## src/logic/fcs_defines.vh

```
// Function
// config bits 7:5 read/write, 4:0 zero
// key access off: window write starts command
// key access on: window writes capture key bytes
// reset loads protection from stored byte
// protect disable 0: only smaller select accepted
// protect disable 1: protection writes ignored
// select field bounds unprotected top region
// disable bit chooses protected block or none
// status bits 3,1,0 read zero
// write one to buffer-empty launches command
// only burst program commands are buffered
// complete set when idle, cleared on launch
// protected target: ignore, set violation flag
// sequence, divider, stop errors set access error
// blank flag set by erased blank check
// codes 40 page erase, 41 mass erase
// codes 05 blank, 20 byte, 25 burst
// other codes raise access error
// divider unwritten: loaded flag zero, no program
// blank or key success sets unsecured state
// writing zero to buffer-empty does nothing
`ifndef FCS_DEFINES_VH
`define FCS_DEFINES_VH

// ****************************************
// register offsets
// ****************************************
`define FCS_OFF_DIV      16'h1820
`define FCS_OFF_CFG      16'h1823
`define FCS_OFF_PROT     16'h1824
`define FCS_OFF_STAT     16'h1825
`define FCS_OFF_CMD      16'h1826
`define FCS_OFF_SEC      16'h1827
`define FCS_KEY_LO       16'hffb0
`define FCS_KEY_HI       16'hffb7

// ****************************************
// field positions and masks
// ****************************************
`define FCS_CFG_MASK     8'he0
`define FCS_CFG_KEYEN    5
`define FCS_ST_CBE       7
`define FCS_ST_CC        6
`define FCS_ST_PV        5
`define FCS_ST_AE        4
`define FCS_ST_BLANK     2
`define FCS_SEC_UNSEC    2'h2

// ****************************************
// commands
// ****************************************
`define FCS_CMD_BLANK    8'h05
`define FCS_CMD_BYTE     8'h20
`define FCS_CMD_BURST    8'h25
`define FCS_CMD_PAGE     8'h40
`define FCS_CMD_MASS     8'h41

// ****************************************
// timing counts (cycles of clk)
// ****************************************
`define FCS_OP_CYCLES    8'h20
`define FCS_BLANK_CYCLES 8'h40

`endif

```

## src/logic/fcs_cmd_decode.v

```verilog
`timescale 1ns/1ps
`default_nettype none
`include "fcs_defines.vh"

module fcs_cmd_decode
(
  // command code
  input  wire [7:0] code,
  // decoded kind
  output reg        legal,
  output reg        is_burst,
  output reg        is_blank,
  output reg        is_erase,
  output reg        is_mass
);

  always @*
  begin
    legal    = 1'b1;
    is_burst = 1'b0;
    is_blank = 1'b0;
    is_erase = 1'b0;
    is_mass  = 1'b0;
    case (code)
      `FCS_CMD_BLANK: is_blank = 1'b1;
      `FCS_CMD_BYTE:  legal = 1'b1;
      `FCS_CMD_BURST: is_burst = 1'b1;
      `FCS_CMD_PAGE:  is_erase = 1'b1;
      `FCS_CMD_MASS:
      begin
        is_erase = 1'b1;
        is_mass  = 1'b1;
      end
      default:        legal = 1'b0;
    endcase
  end

endmodule
`default_nettype wire

```

## src/logic/fcs_top.v

```verilog
// Implementation choices: the plain strobed port and the register offsets.
`timescale 1ns/1ps
`default_nettype none
`include "fcs_defines.vh"

module fcs_top
(
  // clock and reset
  input  wire        clk,
  input  wire        rst_b,
  // register port
  input  wire [15:0] addr,
  input  wire [7:0]  wdata,
  input  wire        wr,
  input  wire        rd,
  output reg  [7:0]  rdata_ff,
  // nonvolatile and array side
  input  wire [7:0]  stored_protection_byte,
  input  wire        array_erased,
  input  wire        key_match,
  input  wire        stop_req,
  output reg         array_start_ff,
  output reg  [7:0]  array_cmd_ff,
  output reg  [15:0] array_addr_ff,
  output reg  [7:0]  array_data_ff,
  output reg         key_wr_ff,
  output reg  [2:0]  key_idx_ff,
  output reg  [7:0]  key_byte_ff,
  output reg  [1:0]  security_state_ff
);

  // ****************************************
  // state
  // ****************************************
  localparam ST_IDLE = 2'h0;
  localparam ST_ADDR = 2'h1;
  localparam ST_CMD  = 2'h2;
  localparam ST_RUN  = 2'h3;

  reg  [1:0]  seq_ff;
  reg  [7:0]  cfg_ff;
  reg  [7:0]  prot_ff;
  reg         prot_loaded_ff;
  reg  [7:0]  div_ff;
  reg         divider_loaded_ff;
  reg         cmd_buffer_empty_ff;
  reg         cmd_complete_ff;
  reg         protection_violation_ff;
  reg         access_error_ff;
  reg         array_blank_ff;
  reg  [7:0]  flash_command_ff;
  reg  [15:0] lat_addr_ff;
  reg  [7:0]  lat_data_ff;
  reg         busy_ff;
  reg  [7:0]  cnt_ff;
  reg         run_blank_ff;
  reg         pend_ff;
  reg  [7:0]  pend_cmd_ff;
  reg  [15:0] pend_addr_ff;
  reg  [7:0]  pend_data_ff;

  wire        legal;
  wire        is_burst;
  wire        is_blank;
  wire        is_erase;
  wire        is_mass;

  fcs_cmd_decode u_dec
  (
    .code     (flash_command_ff),
    .legal    (legal),
    .is_burst (is_burst),
    .is_blank (is_blank),
    .is_erase (is_erase),
    .is_mass  (is_mass)
  );

  // ****************************************
  // decode of accesses
  // ****************************************
  wire key_win   = (addr >= `FCS_KEY_LO) && (addr <= `FCS_KEY_HI);
  wire key_en    = cfg_ff[`FCS_CFG_KEYEN];
  wire wr_cfg    = wr && (addr == `FCS_OFF_CFG);
  wire wr_prot   = wr && (addr == `FCS_OFF_PROT);
  wire wr_stat   = wr && (addr == `FCS_OFF_STAT);
  wire wr_cmd    = wr && (addr == `FCS_OFF_CMD);
  wire wr_div    = wr && (addr == `FCS_OFF_DIV);
  wire wr_key    = wr && key_win && key_en;
  wire wr_array  = wr && !key_win && addr[15];
  wire wr_first  = wr && ((key_win && !key_en) || wr_array);
  wire launch    = wr_stat && wdata[`FCS_ST_CBE] && cmd_buffer_empty_ff;

  // protected when protection active and either the address is at or below the select boundary or the command is a mass erase
  wire [15:0] lim = {prot_ff[7:1], 9'h1ff};
  wire prot_hit  = !prot_ff[0] && (is_mass || (lat_addr_ff <= lim));
  wire writes_array = is_erase || !is_blank;
  wire can_queue = busy_ff && is_burst && !pend_ff && (array_cmd_ff == `FCS_CMD_BURST);
  wire bad_seq   = (seq_ff != ST_CMD) || !legal;
  wire bad_div   = writes_array && !divider_loaded_ff;
  wire bad_busy  = busy_ff && !can_queue;
  wire accept    = launch && !bad_seq && !bad_div && !bad_busy && !(writes_array && prot_hit);
  wire run_done  = busy_ff && (cnt_ff == 8'h00);

  // ****************************************
  // sequencer and registers
  // ****************************************
  always @(posedge clk)
  begin
    if (!rst_b)
    begin
      seq_ff                  <= ST_IDLE;
      cfg_ff                  <= 8'h00;
      prot_ff                 <= 8'hff;
      prot_loaded_ff          <= 1'b0;
      div_ff                  <= 8'h00;
      divider_loaded_ff       <= 1'b0;
      cmd_buffer_empty_ff     <= 1'b1;
      cmd_complete_ff         <= 1'b1;
      protection_violation_ff <= 1'b0;
      access_error_ff         <= 1'b0;
      array_blank_ff          <= 1'b0;
      flash_command_ff        <= 8'h00;
      lat_addr_ff             <= 16'h0000;
      lat_data_ff             <= 8'h00;
      busy_ff                 <= 1'b0;
      cnt_ff                  <= 8'h00;
      run_blank_ff            <= 1'b0;
      pend_ff                 <= 1'b0;
      pend_cmd_ff             <= 8'h00;
      pend_addr_ff            <= 16'h0000;
      pend_data_ff            <= 8'h00;
      array_start_ff          <= 1'b0;
      array_cmd_ff            <= 8'h00;
      array_addr_ff           <= 16'h0000;
      array_data_ff           <= 8'h00;
      key_wr_ff               <= 1'b0;
      key_idx_ff              <= 3'h0;
      key_byte_ff             <= 8'h00;
      security_state_ff       <= 2'h3;
    end
    else
    begin
      array_start_ff <= 1'b0;
      key_wr_ff      <= 1'b0;

      // protection byte copied once after reset release
      if (!prot_loaded_ff)
      begin
        prot_ff        <= stored_protection_byte;
        prot_loaded_ff <= 1'b1;
      end
      else if (wr_prot && !prot_ff[0] && (wdata[7:1] < prot_ff[7:1]))
      begin
        prot_ff[7:1] <= wdata[7:1];
      end

      if (wr_cfg)
      begin
        cfg_ff <= wdata & `FCS_CFG_MASK;
      end

      if (wr_div)
      begin
        div_ff            <= wdata;
        divider_loaded_ff <= 1'b1;
      end

      if (wr_key)
      begin
        key_wr_ff   <= 1'b1;
        key_idx_ff  <= addr[2:0];
        key_byte_ff <= wdata;
      end

      if (key_match)
      begin
        security_state_ff <= `FCS_SEC_UNSEC;
      end

      // command sequence: array write, command write, launch
      case (seq_ff)
        ST_IDLE:
        begin
          if (wr_first)
          begin
            lat_addr_ff <= addr;
            lat_data_ff <= wdata;
            seq_ff      <= ST_ADDR;
          end
          else if (wr_cmd || launch)
          begin
            access_error_ff <= 1'b1;
          end
        end
        ST_ADDR:
        begin
          if (wr_cmd)
          begin
            flash_command_ff <= wdata;
            seq_ff           <= ST_CMD;
          end
          else if (wr_first || launch)
          begin
            access_error_ff <= 1'b1;
            seq_ff          <= ST_IDLE;
          end
        end
        ST_CMD:
        begin
          if (launch)
          begin
            seq_ff <= ST_IDLE;
          end
          else if (wr_first || wr_cmd)
          begin
            access_error_ff <= 1'b1;
            seq_ff          <= ST_IDLE;
          end
        end
        default:
        begin
          seq_ff <= ST_IDLE;
        end
      endcase

      // launch handling
      if (launch)
      begin
        if (!accept && !(writes_array && prot_hit && !bad_seq && !bad_div && !bad_busy))
        begin
          access_error_ff <= 1'b1;
        end
        else if (!accept)
        begin
          protection_violation_ff <= 1'b1;
        end
      end
      else if (wr_stat)
      begin
        if (wdata[`FCS_ST_PV])
        begin
          protection_violation_ff <= 1'b0;
        end
        if (wdata[`FCS_ST_AE])
        begin
          access_error_ff <= 1'b0;
        end
      end

      if (accept && busy_ff)
      begin
        pend_ff             <= 1'b1;
        pend_cmd_ff         <= flash_command_ff;
        pend_addr_ff        <= lat_addr_ff;
        pend_data_ff        <= lat_data_ff;
        cmd_buffer_empty_ff <= 1'b0;
        array_blank_ff      <= 1'b0;
      end
      else if (accept)
      begin
        busy_ff             <= 1'b1;
        cnt_ff              <= is_blank ? `FCS_BLANK_CYCLES : `FCS_OP_CYCLES;
        run_blank_ff        <= is_blank;
        array_start_ff      <= 1'b1;
        array_cmd_ff        <= flash_command_ff;
        array_addr_ff       <= lat_addr_ff;
        array_data_ff       <= lat_data_ff;
        cmd_complete_ff     <= 1'b0;
        array_blank_ff      <= 1'b0;
        // command moved straight to the array, so the buffer is free again
        cmd_buffer_empty_ff <= 1'b1;
      end
      else if (stop_req && busy_ff)
      begin
        access_error_ff     <= 1'b1;
        busy_ff             <= 1'b0;
        pend_ff             <= 1'b0;
        cmd_buffer_empty_ff <= 1'b1;
        cmd_complete_ff     <= 1'b1;
      end
      else if (run_done)
      begin
        if (run_blank_ff && array_erased)
        begin
          array_blank_ff    <= 1'b1;
          security_state_ff <= `FCS_SEC_UNSEC;
        end
        if (pend_ff)
        begin
          // buffered burst byte moves to the array
          pend_ff             <= 1'b0;
          cnt_ff              <= `FCS_OP_CYCLES;
          run_blank_ff        <= 1'b0;
          array_start_ff      <= 1'b1;
          array_cmd_ff        <= pend_cmd_ff;
          array_addr_ff       <= pend_addr_ff;
          array_data_ff       <= pend_data_ff;
          cmd_buffer_empty_ff <= 1'b1;
        end
        else
        begin
          busy_ff             <= 1'b0;
          cmd_buffer_empty_ff <= 1'b1;
          cmd_complete_ff     <= 1'b1;
        end
      end
      else if (busy_ff)
      begin
        cnt_ff <= cnt_ff - 8'h01;
      end
    end
  end

  // ****************************************
  // read data
  // ****************************************
  always @(posedge clk)
  begin
    if (!rst_b)
    begin
      rdata_ff <= 8'h00;
    end
    else if (rd)
    begin
      case (addr)
        `FCS_OFF_DIV:  rdata_ff <= {divider_loaded_ff, div_ff[6:0]};
        `FCS_OFF_CFG:  rdata_ff <= cfg_ff;
        `FCS_OFF_PROT: rdata_ff <= prot_ff;
        `FCS_OFF_STAT: rdata_ff <= {cmd_buffer_empty_ff, cmd_complete_ff,
                                    protection_violation_ff, access_error_ff,
                                    1'b0, array_blank_ff, 2'h0};
        `FCS_OFF_CMD:  rdata_ff <= flash_command_ff;
        `FCS_OFF_SEC:  rdata_ff <= {6'h00, security_state_ff};
        default:       rdata_ff <= 8'h00;
      endcase
    end
    else
    begin
      rdata_ff <= 8'h00;
    end
  end

endmodule
`default_nettype wire

```

## config.mk

```make
export PLATFORM = sky130hd
export DESIGN_NAME = fcs_top
export DESIGN_NICKNAME = d
export VERILOG_FILES = /design/src/logic/fcs_cmd_decode.v /design/src/logic/fcs_top.v
export VERILOG_INCLUDE_DIRS = /design/src /design/src/logic
export SDC_FILE = /design/constraint.sdc
export NUM_CORES = 1
export LEC_CHECK = 0
export BUFFER_PORTS_ARGS = -buffer_cell sky130_fd_sc_hd__buf_2
export CAP_MARGIN = 15
export CORE_MARGIN = 2
export CORE_UTILIZATION = 57
export CTS_BUF_LIST = sky130_fd_sc_hd__clkbuf_16
export DETAILED_ROUTE_END_ITERATION = 16
export PLACE_DENSITY = 0.81
export SLEW_MARGIN = 10
export SYNTH_ARGS = -nofsm -noshare
export SYNTH_HDL_FRONTEND = slang
export SYNTH_HIERARCHICAL = 1
export SYNTH_SLANG_ARGS = --single-unit
export TNS_END_PERCENT = 20
```

## constraint.sdc

```tcl
create_clock -name clk -period 3.5 [get_ports clk]
set_input_delay 0 -clock clk [delete_from_list [all_inputs] [get_ports clk]]
set_output_delay 0 -clock clk [all_outputs]
set_load 0.005 [all_outputs]
```

Yosys cells after proc, flatten, opt, wreduce, memory -nomap -nowiden
Cells that the tools add are included.
{ "word_totals": {"ff_bits": 157, "memories": 0, "latch_bits": 0, "mem_bits_rw": 0, "romBits": 0} }
{ "classes": {"n_bitwise": 3, "reduce_logical": 80, "n_lt_le_gt_ge": 4, "muxes": 83, "div_mod_pow": 0, "n_eq_ne": 25, "addsub": 1, "multipliers": 0, "shifts": 0} }
{ "op_table": {"columns": ["operator", "n"], "rows": [
  ["8-bit two-way mux", 13],
  ["16-bit by 13-bit equality test with 1-bit output, second input constant", 6],
  ["16-bit two-way mux", 4],
  ["1-bit two-way mux", 49],
  ["8-bit one-hot mux with 6 select lines", 1],
  ["1-bit logical AND", 35],
  ["8-bit by 6-bit equality test with 1-bit output, second input constant", 3],
  ["2-bit two-way mux", 11],
  ["7-bit two-way mux", 3],
  ["8-bit by 7-bit equality test with 1-bit output, second input constant", 2],
  ["16-bit greater-or-equal comparator, second input constant", 1],
  ["16-bit less-or-equal comparator", 1],
  ["16-bit less-or-equal comparator, second input constant", 1],
  ["1-bit zero test", 14],
  ["4-bit AND reduction", 3],
  ["2-bit inequality test, second input constant", 5],
  ["3-bit inequality test, second input constant", 3],
  ["3-bit AND reduction", 3],
  ["3-bit nonzero test", 3],
  ["8-bit by 3-bit equality test with 1-bit output, second input constant", 1],
  ["8-bit zero test", 1],
  ["2-bit AND reduction", 4],
  ["2-bit nonzero test", 4],
  ["8-bit by 1-bit subtractor with 8-bit output, second input constant", 1],
  ["14 further kinds", 24]
]} }

Depth between registers and ports, before layout
Gate-level depths: netlist of the first run.
{ "logic_depth": {"ltp_word": 17, "ltp_mapped": 10} }

Hierarchy
Netlist of the first run, hierarchy kept.
{ "modules_own_cells": {"columns": ["mod", "area_per_inst_um2", "seq_area_each_um2", "cells_per_inst", "instances"], "rows": [
  ["fcs_top", 6657.6, 3143.0, 779, 1],
  ["fcs_cmd_decode", 70.1, 0.0, 11, 1]
]} }

Worst setup path before layout of the first run
OpenSTA, ideal clock, no wires.
{ "synth_path": {"kind": "reg-to-reg", "from": "register flash_command_ff[1]", "to": "register cnt_ff[3]", "setup_ns": 0.072, "arrival_ns": 2.800, "setup_slack_ns": 0.629, "synth_period_minus_slack_ns": 2.871, "stages_incl_launch_ff": 10, "cell_sequence": "dfxtp_1 or4_4 nor3_1 nor2b_1 o211ai_1 a21o_1 a211o_1 mux2_4 or4_1 a21oi_1"} }
{ "synth_lines": {"columns": ["item", "line", "text"], "rows": [
  ["from (decl)", "fcs_top.v:51", "reg [7:0] flash_command_ff;"],
  ["from (signal assigned)", "fcs_top.v:199", "flash_command_ff <= wdata;"],
  ["8-bit by 3-bit equality test with 1-bit output *", "fcs_cmd_decode.v:24", "case (code)"],
  ["1-bit two-way mux *", "fcs_cmd_decode.v:24", null],
  ["named net is_blank", "fcs_top.v:64", "wire is_blank;"],
  ["1-bit zero test *", "fcs_top.v:96", "wire writes_array = is_erase || !is_blank;"],
  ["1-bit logical OR *", "fcs_top.v:96", null],
  ["1-bit logical AND", "fcs_top.v:99", "wire bad_div = writes_array && !divider_loaded_ff;"],
  ["1-bit zero test", "fcs_top.v:101", "wire accept = launch && !bad_seq && !bad_div && !bad_busy && !(writes_array && prot_hit);"],
  ["1-bit logical AND (2 in a row)", "fcs_top.v:101", null],
  ["1-bit logical AND *", "fcs_top.v:101", null],
  ["branches (longest 3 deep; another with 4-bit AND reduction)", null, null],
  ["to (signal assigned)", "fcs_top.v:262", "cnt_ff <= is_blank ? `FCS_BLANK_CYCLES : `FCS_OP_CYCLES;"],
  ["to (signal assigned)", "fcs_top.v:292", "cnt_ff <= `FCS_OP_CYCLES;"],
  ["to (signal assigned)", "fcs_top.v:309", "cnt_ff <= cnt_ff - 8'h01;"],
  ["to (decl)", "fcs_top.v:55", "reg [7:0] cnt_ff;"]
]} }
Mark *: on every way through the listed nets, which the timed path passes.
A chain may end at the register's enable or synchronous reset.

Final worst setup path of the first run
{ "layout_path": {"from": "register flash_command_ff[1]", "to": "register pend_data_ff[4]"} }
{ "layout_lines": {"columns": ["item", "line", "text"], "rows": [
  ["8-bit by 3-bit equality test with 1-bit output *", "fcs_cmd_decode.v:24", null],
  ["1-bit two-way mux *", "fcs_cmd_decode.v:24", null],
  ["named net is_blank", "fcs_top.v:64", null],
  ["1-bit zero test *", "fcs_top.v:96", null],
  ["1-bit logical OR *", "fcs_top.v:96", null],
  ["1-bit logical AND", "fcs_top.v:99", null],
  ["1-bit zero test", "fcs_top.v:101", null],
  ["1-bit logical AND (2 in a row)", "fcs_top.v:101", null],
  ["1-bit logical AND *", "fcs_top.v:101", null],
  ["1-bit logical AND *", "fcs_top.v:250", "if (accept && busy_ff)"],
  ["to (signal assigned)", "fcs_top.v:255", "pend_data_ff <= lat_data_ff;"],
  ["to (decl)", "fcs_top.v:60", "reg [7:0] pend_data_ff;"]
]} }
The timed path passes the listed nets; every way through them passes the cells marked *.

==> results of run 1 <==
## state kept, by name, summed over array words and instances (netlist names), 3 cells and up
register and flops:
key_idx_ff 3, cnt_ff 8, key_byte_ff 8, array_cmd_ff 8, prot_ff 8, cfg_ff 3, array_data_ff 8, lat_data_ff 8
lat_addr_ff 16, array_addr_ff 16, rdata_ff 8, pend_data_ff 8, flash_command_ff 8, div_ff 7, pend_cmd_ff 8, pend_addr_ff 16
## worst max-delay path, delay by kind of cell, from the launching register on
family / cells / cell delay, ns
flip-flops: 1 / 0.39
AO/OA/AOI/OAI: 4 / 0.85
AND/OR/NAND/NOR: 5 / 1.45
buffers and inverters: 2 / 0.58
## cells by family (layout without fill, tap and decap cells)
kind of cell	after synthesis	in the layout	share of synthesized area (%)
and+or+nand+nor	267	267	18.8
AOI/OAI and AO/OA	229	229	19.9
adders and majority gates	14	14	2.60
buffers and inverters	70	192	3.91
DFF	157	157	46.7
muxes	52	52	7.92
xor gates and xnor gates	1	1	0.130
## metrics by stage
step,power (W),cell area [sq um]
after floorplan,0.00198,6730
after global routing,0.00403,8210
final,0.00392,8210
after detailed placement,0.00206,7330
after global placement,0.00206,7330
after CTS,0.00393,8210
## cells in the final DEF, fill, tap and decap left out, types with 3 or more instances in the layout
| cell | count |
|---|---|
| dfxtp_1 | 157 |
| a21oi_1 | 99 |
| nor2_1 | 99 |
| buf_2 | 93 |
| nand2_1 | 90 |
| o21ai_0 | 45 |
| mux2i_1 | 45 |
| o22ai_1 | 32 |
| dlygate4sd3_1 | 29 |
| inv_1 | 25 |
| a211oi_1 | 20 |
| clkbuf_16 | 17 |
| ha_1 | 14 |
| buf_4 | 14 |
| nand3_1 | 11 |
| nand4_1 | 10 |
| nor3_1 | 8 |
| a21o_1 | 6 |
| mux2_2 | 6 |
| or4_1 | 5 |
| or3_1 | 5 |
| inv_6 | 5 |
| nor2b_1 | 4 |
| and3_1 | 4 |
| nand3b_1 | 4 |
| a22oi_1 | 4 |
| nand2b_1 | 3 |
| nor4_1 | 3 |
| a31oi_1 | 3 |
| a222oi_1 | 3 |
| bufinv_16 | 3 |
## what timing repair did
item                                   in CTS  in global routing
hold buffers                               29                  0
setup endpoints to repair                   0                  1
endpoints found under the hold margin      47                  0
gates resized for setup                     0                  1
## worst max-delay path by stage
stage                   startpoint                to  slack (ns)  depth (start not counted)
3_5_place_dp            prot_ff[5]         cnt_ff[3]        0.29                          9
2_1_floorplan  flash_command_ff[1]         cnt_ff[3]        0.63                          9
6_report       flash_command_ff[1]   pend_data_ff[4]        0.15                         11
3_3_place_gp            prot_ff[5]         cnt_ff[1]        0.39                         10
5_1_grt        flash_command_ff[1]   pend_addr_ff[0]        0.04                         11
4_1_cts        flash_command_ff[1]  pend_addr_ff[11]        0.23                         11
## metal layers
layer | vias up | GRT usage [%] | wire length, um
met5 | - | 0 | 0
met4 | 0 | 14.8 | 870
met3 | 75 | 7.94 | 1750
met2 | 387 | 51.9 | 9580
met1 | 3094 | 38.3 | 7740
li1 | 3046 | - | -
## power by group
part / total, W / internal (W) / switching (W)
Sequential: 0.00184 / 0.00181 / 0.0000278
Combinational: 0.000224 / 0.0000907 / 0.000133
Clock: 0.00186 / 0.00112 / 0.000743
## area by class of cell
cell class,count,area share (%)
clock inverters,14,2.03
flip-flops and latches,157,38.3
clock buffers,17,5.18
multi-input cells,563,40.7
inverters,25,1.14
well taps,143,2.18
repair buffers,136,10.5
==> impl_metrics.yaml, run 1 <==
outcome:
  status: "complete, no violations"
timing:
  whs_ns: 0.0217
  period_minus_slack_ns: 3.35
  finalMaxSlewViolations: 0
  rsz0062_at_grt: "no"
  period_share_pct: 95.8
  skew_ns: 0.00874
  slew_headroom_pct: 28.6
  fmax_ghz: 0.298
  tightestPinTransition_ns: 1.07
  setup-violations-final: 0
  hold_violations: 0
  worst_slack_ns: 0.147
  tns_ns: 0
yosys:
  synth-seq-cells: 157
  synth_common_cells: "dfxtp_1, nor2_1, a21oi_1"
  yosysTopAreaCell: "dfxtp_1"
  async_flop_share_pct: 0
  syn_area_sq_um: 6730
  synth_edf_count: 0
  synth.most_common_cell: "dfxtp_1"
  synth_cell_types: 58
  synth_ff_type: "dfxtp_1"
  synth.top_cell.area_share_pct: 46.7
  synth.avg_cell_area_sq_um: 8.52
  syn_inst: 790
  syn_nets: 843
  ys_top_cells_by_area: "dfxtp_1, a21oi_1, mux2i_1, nor2_1, nand2_1"
  yosysWarnings: 6
  synth_seq_area_share_pct: 46.7
detailed_routing:
  vias_per_cell: 6.26
  postRouteAntennaNets: 0
  drc_errors: 0
  drt_iter0_markers: 676
  vias: 6602
  wl_per_cell_um: 18.9
  postRouteWirelength_um: 19900
  dr.pass1.iters: 7
worst_setup_path:
  crit_path_end_kind: "flop"
  critPathLaunchType: "flop"
  worst_path_largest_cell_delay_ns: 0.60
  r2r_start: "flash_command_ff[1]"
  r2r-end: "pend_data_ff[4]"
  critPathMaxFanout: 39
  rrSetupSlack_ns: 0.15
  cp.arrival_ns: 3.69
  cp_data_required_time_ns: 3.84
  cp_cell_sequence: "or4_4, nor3_1, nor2b_1, o211ai_1, a21o_1, a211o_1, buf_4, nor2_2, buf_4, nand2_1, a21oi_1"
  worstSetupPathType: "reg2reg"
  reg2reg_depth: 11
  cp_common_cell: "buf_4"
  slowest_stage: "or4_4"
placed_design:
  portBuffers: 93
  dp_cells: 995
  dp_hpwl_um: 13500
  place.gp.congestion: 0.936
  preCtsSetupSlack_ns: 0.289
clock_network:
  cts_buffer_depth: 2
  htree_num_levels: 4
  clk-insertion-delay-late_ns: 0.42
  cts_buffers: 17
  postCtsSetupRepairBufs: 0
  path_clk_slew_ns: 0.06
  cts.sinks: 157
  cts_tree: "yes"
  root_buffer: "clkbuf_16"
cells_and_area:
  fin_nets: 953
  multiInputGateArea_sq_um: 3340
  n_antenna_cell: 0
  fin_util_pct: 71.6
  layout-drive-gt1-share_pct: 17.0
  register_area_sq_um: 3140
  area_growth_pct: 22.0
  fin_cells: 1055
  fillers: 865
floorplanning:
  die_h_um: 113
  core_area_sq_um: 11500
  die_w_um: 113
  core.rowCount: 39
  dieArea_sq_um: 12700
  ios: 94
  start_util_pct: 58.7
worst_hold_path:
  min-delay-start: "addr[1]"
  hold_path_depth: 3
  holdPathEnd: "key_idx_ff[1]"
  hp-class: "in2reg"
global_routing:
  grt-ovfl-total: 0
  grt_pass1_vias: 6505
  grt_pass1_wl_um: 32000
  track_usage_pct: 31.3
  antenna_found_initial: 0
  grt_max_degree: 59
power:
  ir_drop_v: 0.000501
  power_density_nw_per_um2: 478
  leakagePower_nw: 3.50
run:
  drv_cap: 0
No activity file was read; power rests on OpenSTA's default activity.
==> run 2, diff against run 1 <==
- CORE_ASPECT_RATIO: unset -> 1.5
- CORE_MARGIN: 2 -> 4
==> impl_metrics.yaml, run 2 (synthesized netlist as in run 1, its figures left out) <==
clock_network:
  cts_buffers: 17
  path_clk_slew_ns: 0.06
  cts.sinks: 157
  clk-insertion-delay-late_ns: 0.43
  root_buffer: "clkbuf_16"
  htree_num_levels: 4
  cts_tree: "yes"
  cts_buffer_depth: 2
global_routing:
  grt_max_degree: 55
  grt-ovfl-total: 0
  track_usage_pct: 30.2
  grt_pass1_wl_um: 33500
  antenna_found_initial: 0
  grt_pass1_vias: 6598
worst_hold_path:
  hp-class: "in2reg"
  min-delay-start: "wr"
  hold_path_depth: 3
detailed_routing:
  drc_errors: 0
  wl_per_cell_um: 19.2
  dr.pass1.iters: 6
  postRouteWirelength_um: 20500
  vias_per_cell: 6.21
  vias: 6646
  postRouteAntennaNets: 0
  drt_iter0_markers: 684
floorplanning:
  start_util_pct: 58.3
  dieArea_sq_um: 13600
  die_w_um: 96.7
  die_h_um: 141
  ios: 94
  core.rowCount: 48
  core_area_sq_um: 11500
worst_setup_path:
  startpoint: "addr[13]"
  r2r_start: "flash_command_ff[1]"
  rrSetupSlack_ns: 0.41
  slowest_stage: "or4_1"
  cp.arrival_ns: 3.65
  critPathMaxFanout: 8
  cp_cell_sequence: "dlygate4sd3_1, buf_2, or4_4, or4_1, nor3_4, nand4_2, a21o_1, a211oi_1, o21ai_0, dlygate4sd3_1"
  cp_common_cell: "dlygate4sd3_1"
  cp_data_required_time_ns: 3.81
  critPathLaunchType: "input port"
  worstSetupPathType: "in2reg"
  reg2reg_depth: 9
  worst_path_largest_cell_delay_ns: 0.63
  crit_path_end_kind: "flop"
cells_and_area:
  n_antenna_cell: 0
  fillers: 892
  fin_nets: 963
  mostFrequentLayoutCells: "dfxtp_1, a21oi_1, nor2_1"
  fin_cells: 1070
  multiInputGateArea_sq_um: 3350
  top_regs: "array_addr_ff: 16 flops, lat_addr_ff: 16 flops, pend_addr_ff: 16 flops"
  final_common_cell: "dfxtp_1"
  area_growth_pct: 24.0
  layout-drive-gt1-share_pct: 17.2
  register_area_sq_um: 3140
power:
  comb_power_share_pct: 5.8
  finalPower_w: 0.00397
  power_density_nw_per_um2: 476
  internal_power_w: 0.00308
  switchingPower_w: 0.000886
  clockPowerShare_pct: 47.9
  swShare_pct: 22.3
  seqPwrFrac_pct: 46.3
  ir_drop_v: 0.000395
  leakagePower_nw: 3.55
timing:
  hold_violations: 0
  tightestPinTransition_ns: 0.802
  tns_ns: 0
  period_minus_slack_ns: 3.34
  period_share_pct: 95.5
  fmax_ghz: 0.299
  rsz0062_at_grt: "no"
  setup-violations-final: 0
  slew_headroom_pct: 46.4
  skew_ns: 0.00879
  finalMaxSlewViolations: 0
placed_design:
  dp_hpwl_um: 13900
  portBuffers: 93
  place.gp.congestion: 0.948
  dp_cells: 1005
outcome:
  status: "complete, no violations"
run:
  drv_cap: 0
-- run 2: final timing paths --
| path | endpoint |
|---|---|
| hold reg to reg | pend_cmd_ff[7] |
| hold / removal | cfg_ff[6] |
| setup reg to reg | cnt_ff[3] |
| setup / recovery | prot_ff[2] |
-- run 2: final cells by class --
cell class | count | share of cell area (%)
Clock buffer | 17 | 5.10
Inverter | 25 | 1.12
Sequential cell | 157 | 37.7
Multi-Input combinational cell | 563 | 40.1
Timing Repair Buffer | 146 | 11.7
Clock inverter | 12 | 2.08
Tap cell | 150 | 2.25
-- run 2: what timing repair did --
action	in CTS	in global routing
gates resized for setup	0	1
hold buffers	34	0
endpoints found under the setup margin	0	1
hold endpoints to repair	49	0
buffers inserted	0	2
-- run 2: routing by layer --
metal,GRT usage [%],vias to the layer above,wire length (um)
li1,-,3065,-
met1,36.5,3098,7920
met2,50.9,410,9950
met3,5.99,73,1710
met4,15.2,0,947
met5,0,-,0
-- run 2: worst max-delay path, delay by kind of cell --
family,cells,cell delay [ns]
simple gates,4,1.69
compound gates,3,0.68
buf+inv,3,1.26
-- run 2: power groups by stage --
stage	logic, W	clock network, W	registers [W]
6_report	0.000230	0.00190	0.00184
5_1_grt	0.000247	0.00199	0.00184
2_1_floorplan	0.000118	0	0.00186
3_3_place_gp	0.000188	0	0.00187
3_5_place_dp	0.000192	0	0.00187
4_1_cts	0.000222	0.00191	0.00184
-- run 2: through the flow --
step	setup slack (ns)	hold WS [ns]	utilization, %	area, sq um
5_1_grt	0.0781	0.0256	72.4	8340
6_report	0.157	0.0155	72.4	8340
4_1_cts	0.00574	0.00236	72.2	8320
3_5_place_dp	0.426	0.222	64.0	7380
3_3_place_gp	0.554	0.214	64.0	7380
2_1_floorplan	0.629	0.0277	-	6730
==> run 3, diff against run 2 <==
- CORE_MARGIN: 4 -> unset
- TNS_END_PERCENT: 20 -> unset
==> impl_metrics.yaml, run 3 (synthesized netlist as in run 1, its figures left out) <==
detailed_routing:
  vias_per_cell: 6.20
  drt_iter0_markers: 602
  dr.pass1.iters: 5
  drc_errors: 0
  wl_per_cell_um: 18.8
  vias: 6681
  postRouteAntennaNets: 0
  postRouteWirelength_um: 20300
cells_and_area:
  mostFrequentLayoutCells: "dfxtp_1, a21oi_1, nor2_1"
  layout-drive-gt1-share_pct: 17.8
  fin_cells: 1078
  register_area_sq_um: 3140
  multiInputGateArea_sq_um: 3350
  final_common_cell: "dfxtp_1"
  design_area_sq_um: 8350
  fillers: 862
  top_regs: "array_addr_ff: 16 flops, lat_addr_ff: 16 flops, pend_addr_ff: 16 flops"
  area_growth_pct: 24.1
  n_antenna_cell: 0
  fin_nets: 968
worst_setup_path:
  critPathLaunchType: "input port"
  startpoint: "addr[8]"
  reg2reg_depth: 9
  critPathMaxFanout: 8
  rrSetupSlack_ns: 0.42
  r2r_start: "flash_command_ff[1]"
  cp_data_required_time_ns: 3.81
  cp.arrival_ns: 3.64
  crit_path_end_kind: "flop"
  r2r-end: "cnt_ff[3]"
  worstSetupPathType: "in2reg"
clock_network:
  cts.sinks: 157
  clk-insertion-delay-late_ns: 0.42
  htree_num_levels: 4
  path_clk_slew_ns: 0.07
  cts_tree: "yes"
  root_buffer: "clkbuf_16"
  cts_buffer_depth: 2
  cts_buffers: 17
timing:
  period_minus_slack_ns: 3.34
  skew_ns: 0.0128
  worst_slack_ns: 0.165
  slew_headroom_pct: 37.7
  period_share_pct: 95.3
  tightestPinTransition_ns: 0.933
  finalMaxSlewViolations: 0
  hold_violations: 0
  tns_ns: 0
  setup-violations-final: 0
  rsz0062_at_grt: "no"
  fmax_ghz: 0.300
global_routing:
  busiest_layer: "met2"
  track_usage_pct: 33.3
  grt_max_degree: 49
  grt-ovfl-total: 0
  antenna_found_initial: 0
  grt_pass1_wl_um: 32100
  grt_pass1_vias: 6458
  grt_util_met1_pct: 39.1
  globalRouteMet3Util_pct: 7.38
  met2_usage_pct: 55.0
outcome:
  status: "complete, no violations"
placed_design:
  dp_cells: 1008
  place.gp.congestion: 1.07
  dp_hpwl_um: 13500
  portBuffers: 93
  preCtsSetupSlack_ns: 0.472
  placed_area_sq_um: 7410
power:
  power_density_nw_per_um2: 459
  swShare_pct: 24.5
  clockPowerShare_pct: 46.0
  ir_drop_v: 0.000391
  internal_power_w: 0.00290
  leakagePower_nw: 3.55
  seqPwrFrac_pct: 47.9
  switchingPower_w: 0.000939
  comb_power_share_pct: 6.1
floorplanning:
  ios: 94
  core_area_sq_um: 11500
  start_util_pct: 58.3
  core.rowCount: 48
  dieArea_sq_um: 12300
  die_h_um: 135
  die_w_um: 90.7
worst_hold_path:
  hold_path_depth: 3
  hp-class: "in2reg"
  holdPathEnd: "key_idx_ff[1]"
  min-delay-start: "addr[1]"
run:
  drv_cap: 0
## run 3: metrics by stage
step	total power, W	hold slack [ns]	utilization, %
finish	0.00384	0.0398	72.4
global route	0.00395	0.0379	72.4
CTS	0.00384	0.00770	72.2
detailed placement	0.00207	0.219	64.2
global placement	0.00206	0.214	64.2
floorplan	0.00198	0.0277	-
## run 3: worst max-delay path by stage
stage                 end  slack, ns  depth (start not counted)
2_1_floorplan   cnt_ff[3]       0.63                          9
3_3_place_gp    cnt_ff[3]       0.54                          9
3_5_place_dp    cnt_ff[3]       0.47                          9
4_1_cts        prot_ff[3]       0.01                         10
5_1_grt        prot_ff[3]       0.05                         10
6_report       prot_ff[3]       0.16                         10
## run 3: power by group through the flow
stage / clock, W / combinational [W] / sequential (W)
final: 0.00176 / 0.000235 / 0.00184
after global routing: 0.00186 / 0.000250 / 0.00184
after CTS: 0.00178 / 0.000226 / 0.00184
after detailed placement: 0 / 0.000192 / 0.00188
after global placement: 0 / 0.000186 / 0.00187
after floorplan: 0 / 0.000118 / 0.00186
## run 3: worst max-delay path: stages
cell	delay, ns
dlygate4sd3_1	0.54
buf_2	0.15
or4_1	0.55
or4_1	0.57
nor3_4	0.27
nand4_2	0.26
a21o_1	0.33
a211oi_1	0.25
o21ai_0	0.11
dlygate4sd3_1	0.60
## run 3: final cells by class
cell class	count	area share (%)
clock buffer	17	5.09
clock inverter	15	1.66
inverter	25	1.12
multi-input combinational	563	40.1
sequential	157	37.6
tap	150	2.25
timing repair buffer	151	12.2
## run 3: what timing repair did
action / 4_1_cts / 5_1_grt
setup buffers: 0 / 2
resized for setup: 0 / 1
setup endpoints to repair: 0 / 3
hold buffers: 36 / 0
hold endpoints to repair: 48 / 0
## run 3: layer usage
layer  part of all wire, %  wire length, um
met1                    38             7800
met2                    48             9840
met3                   8.2             1660
met4                   5.0             1020
met5                     0                0
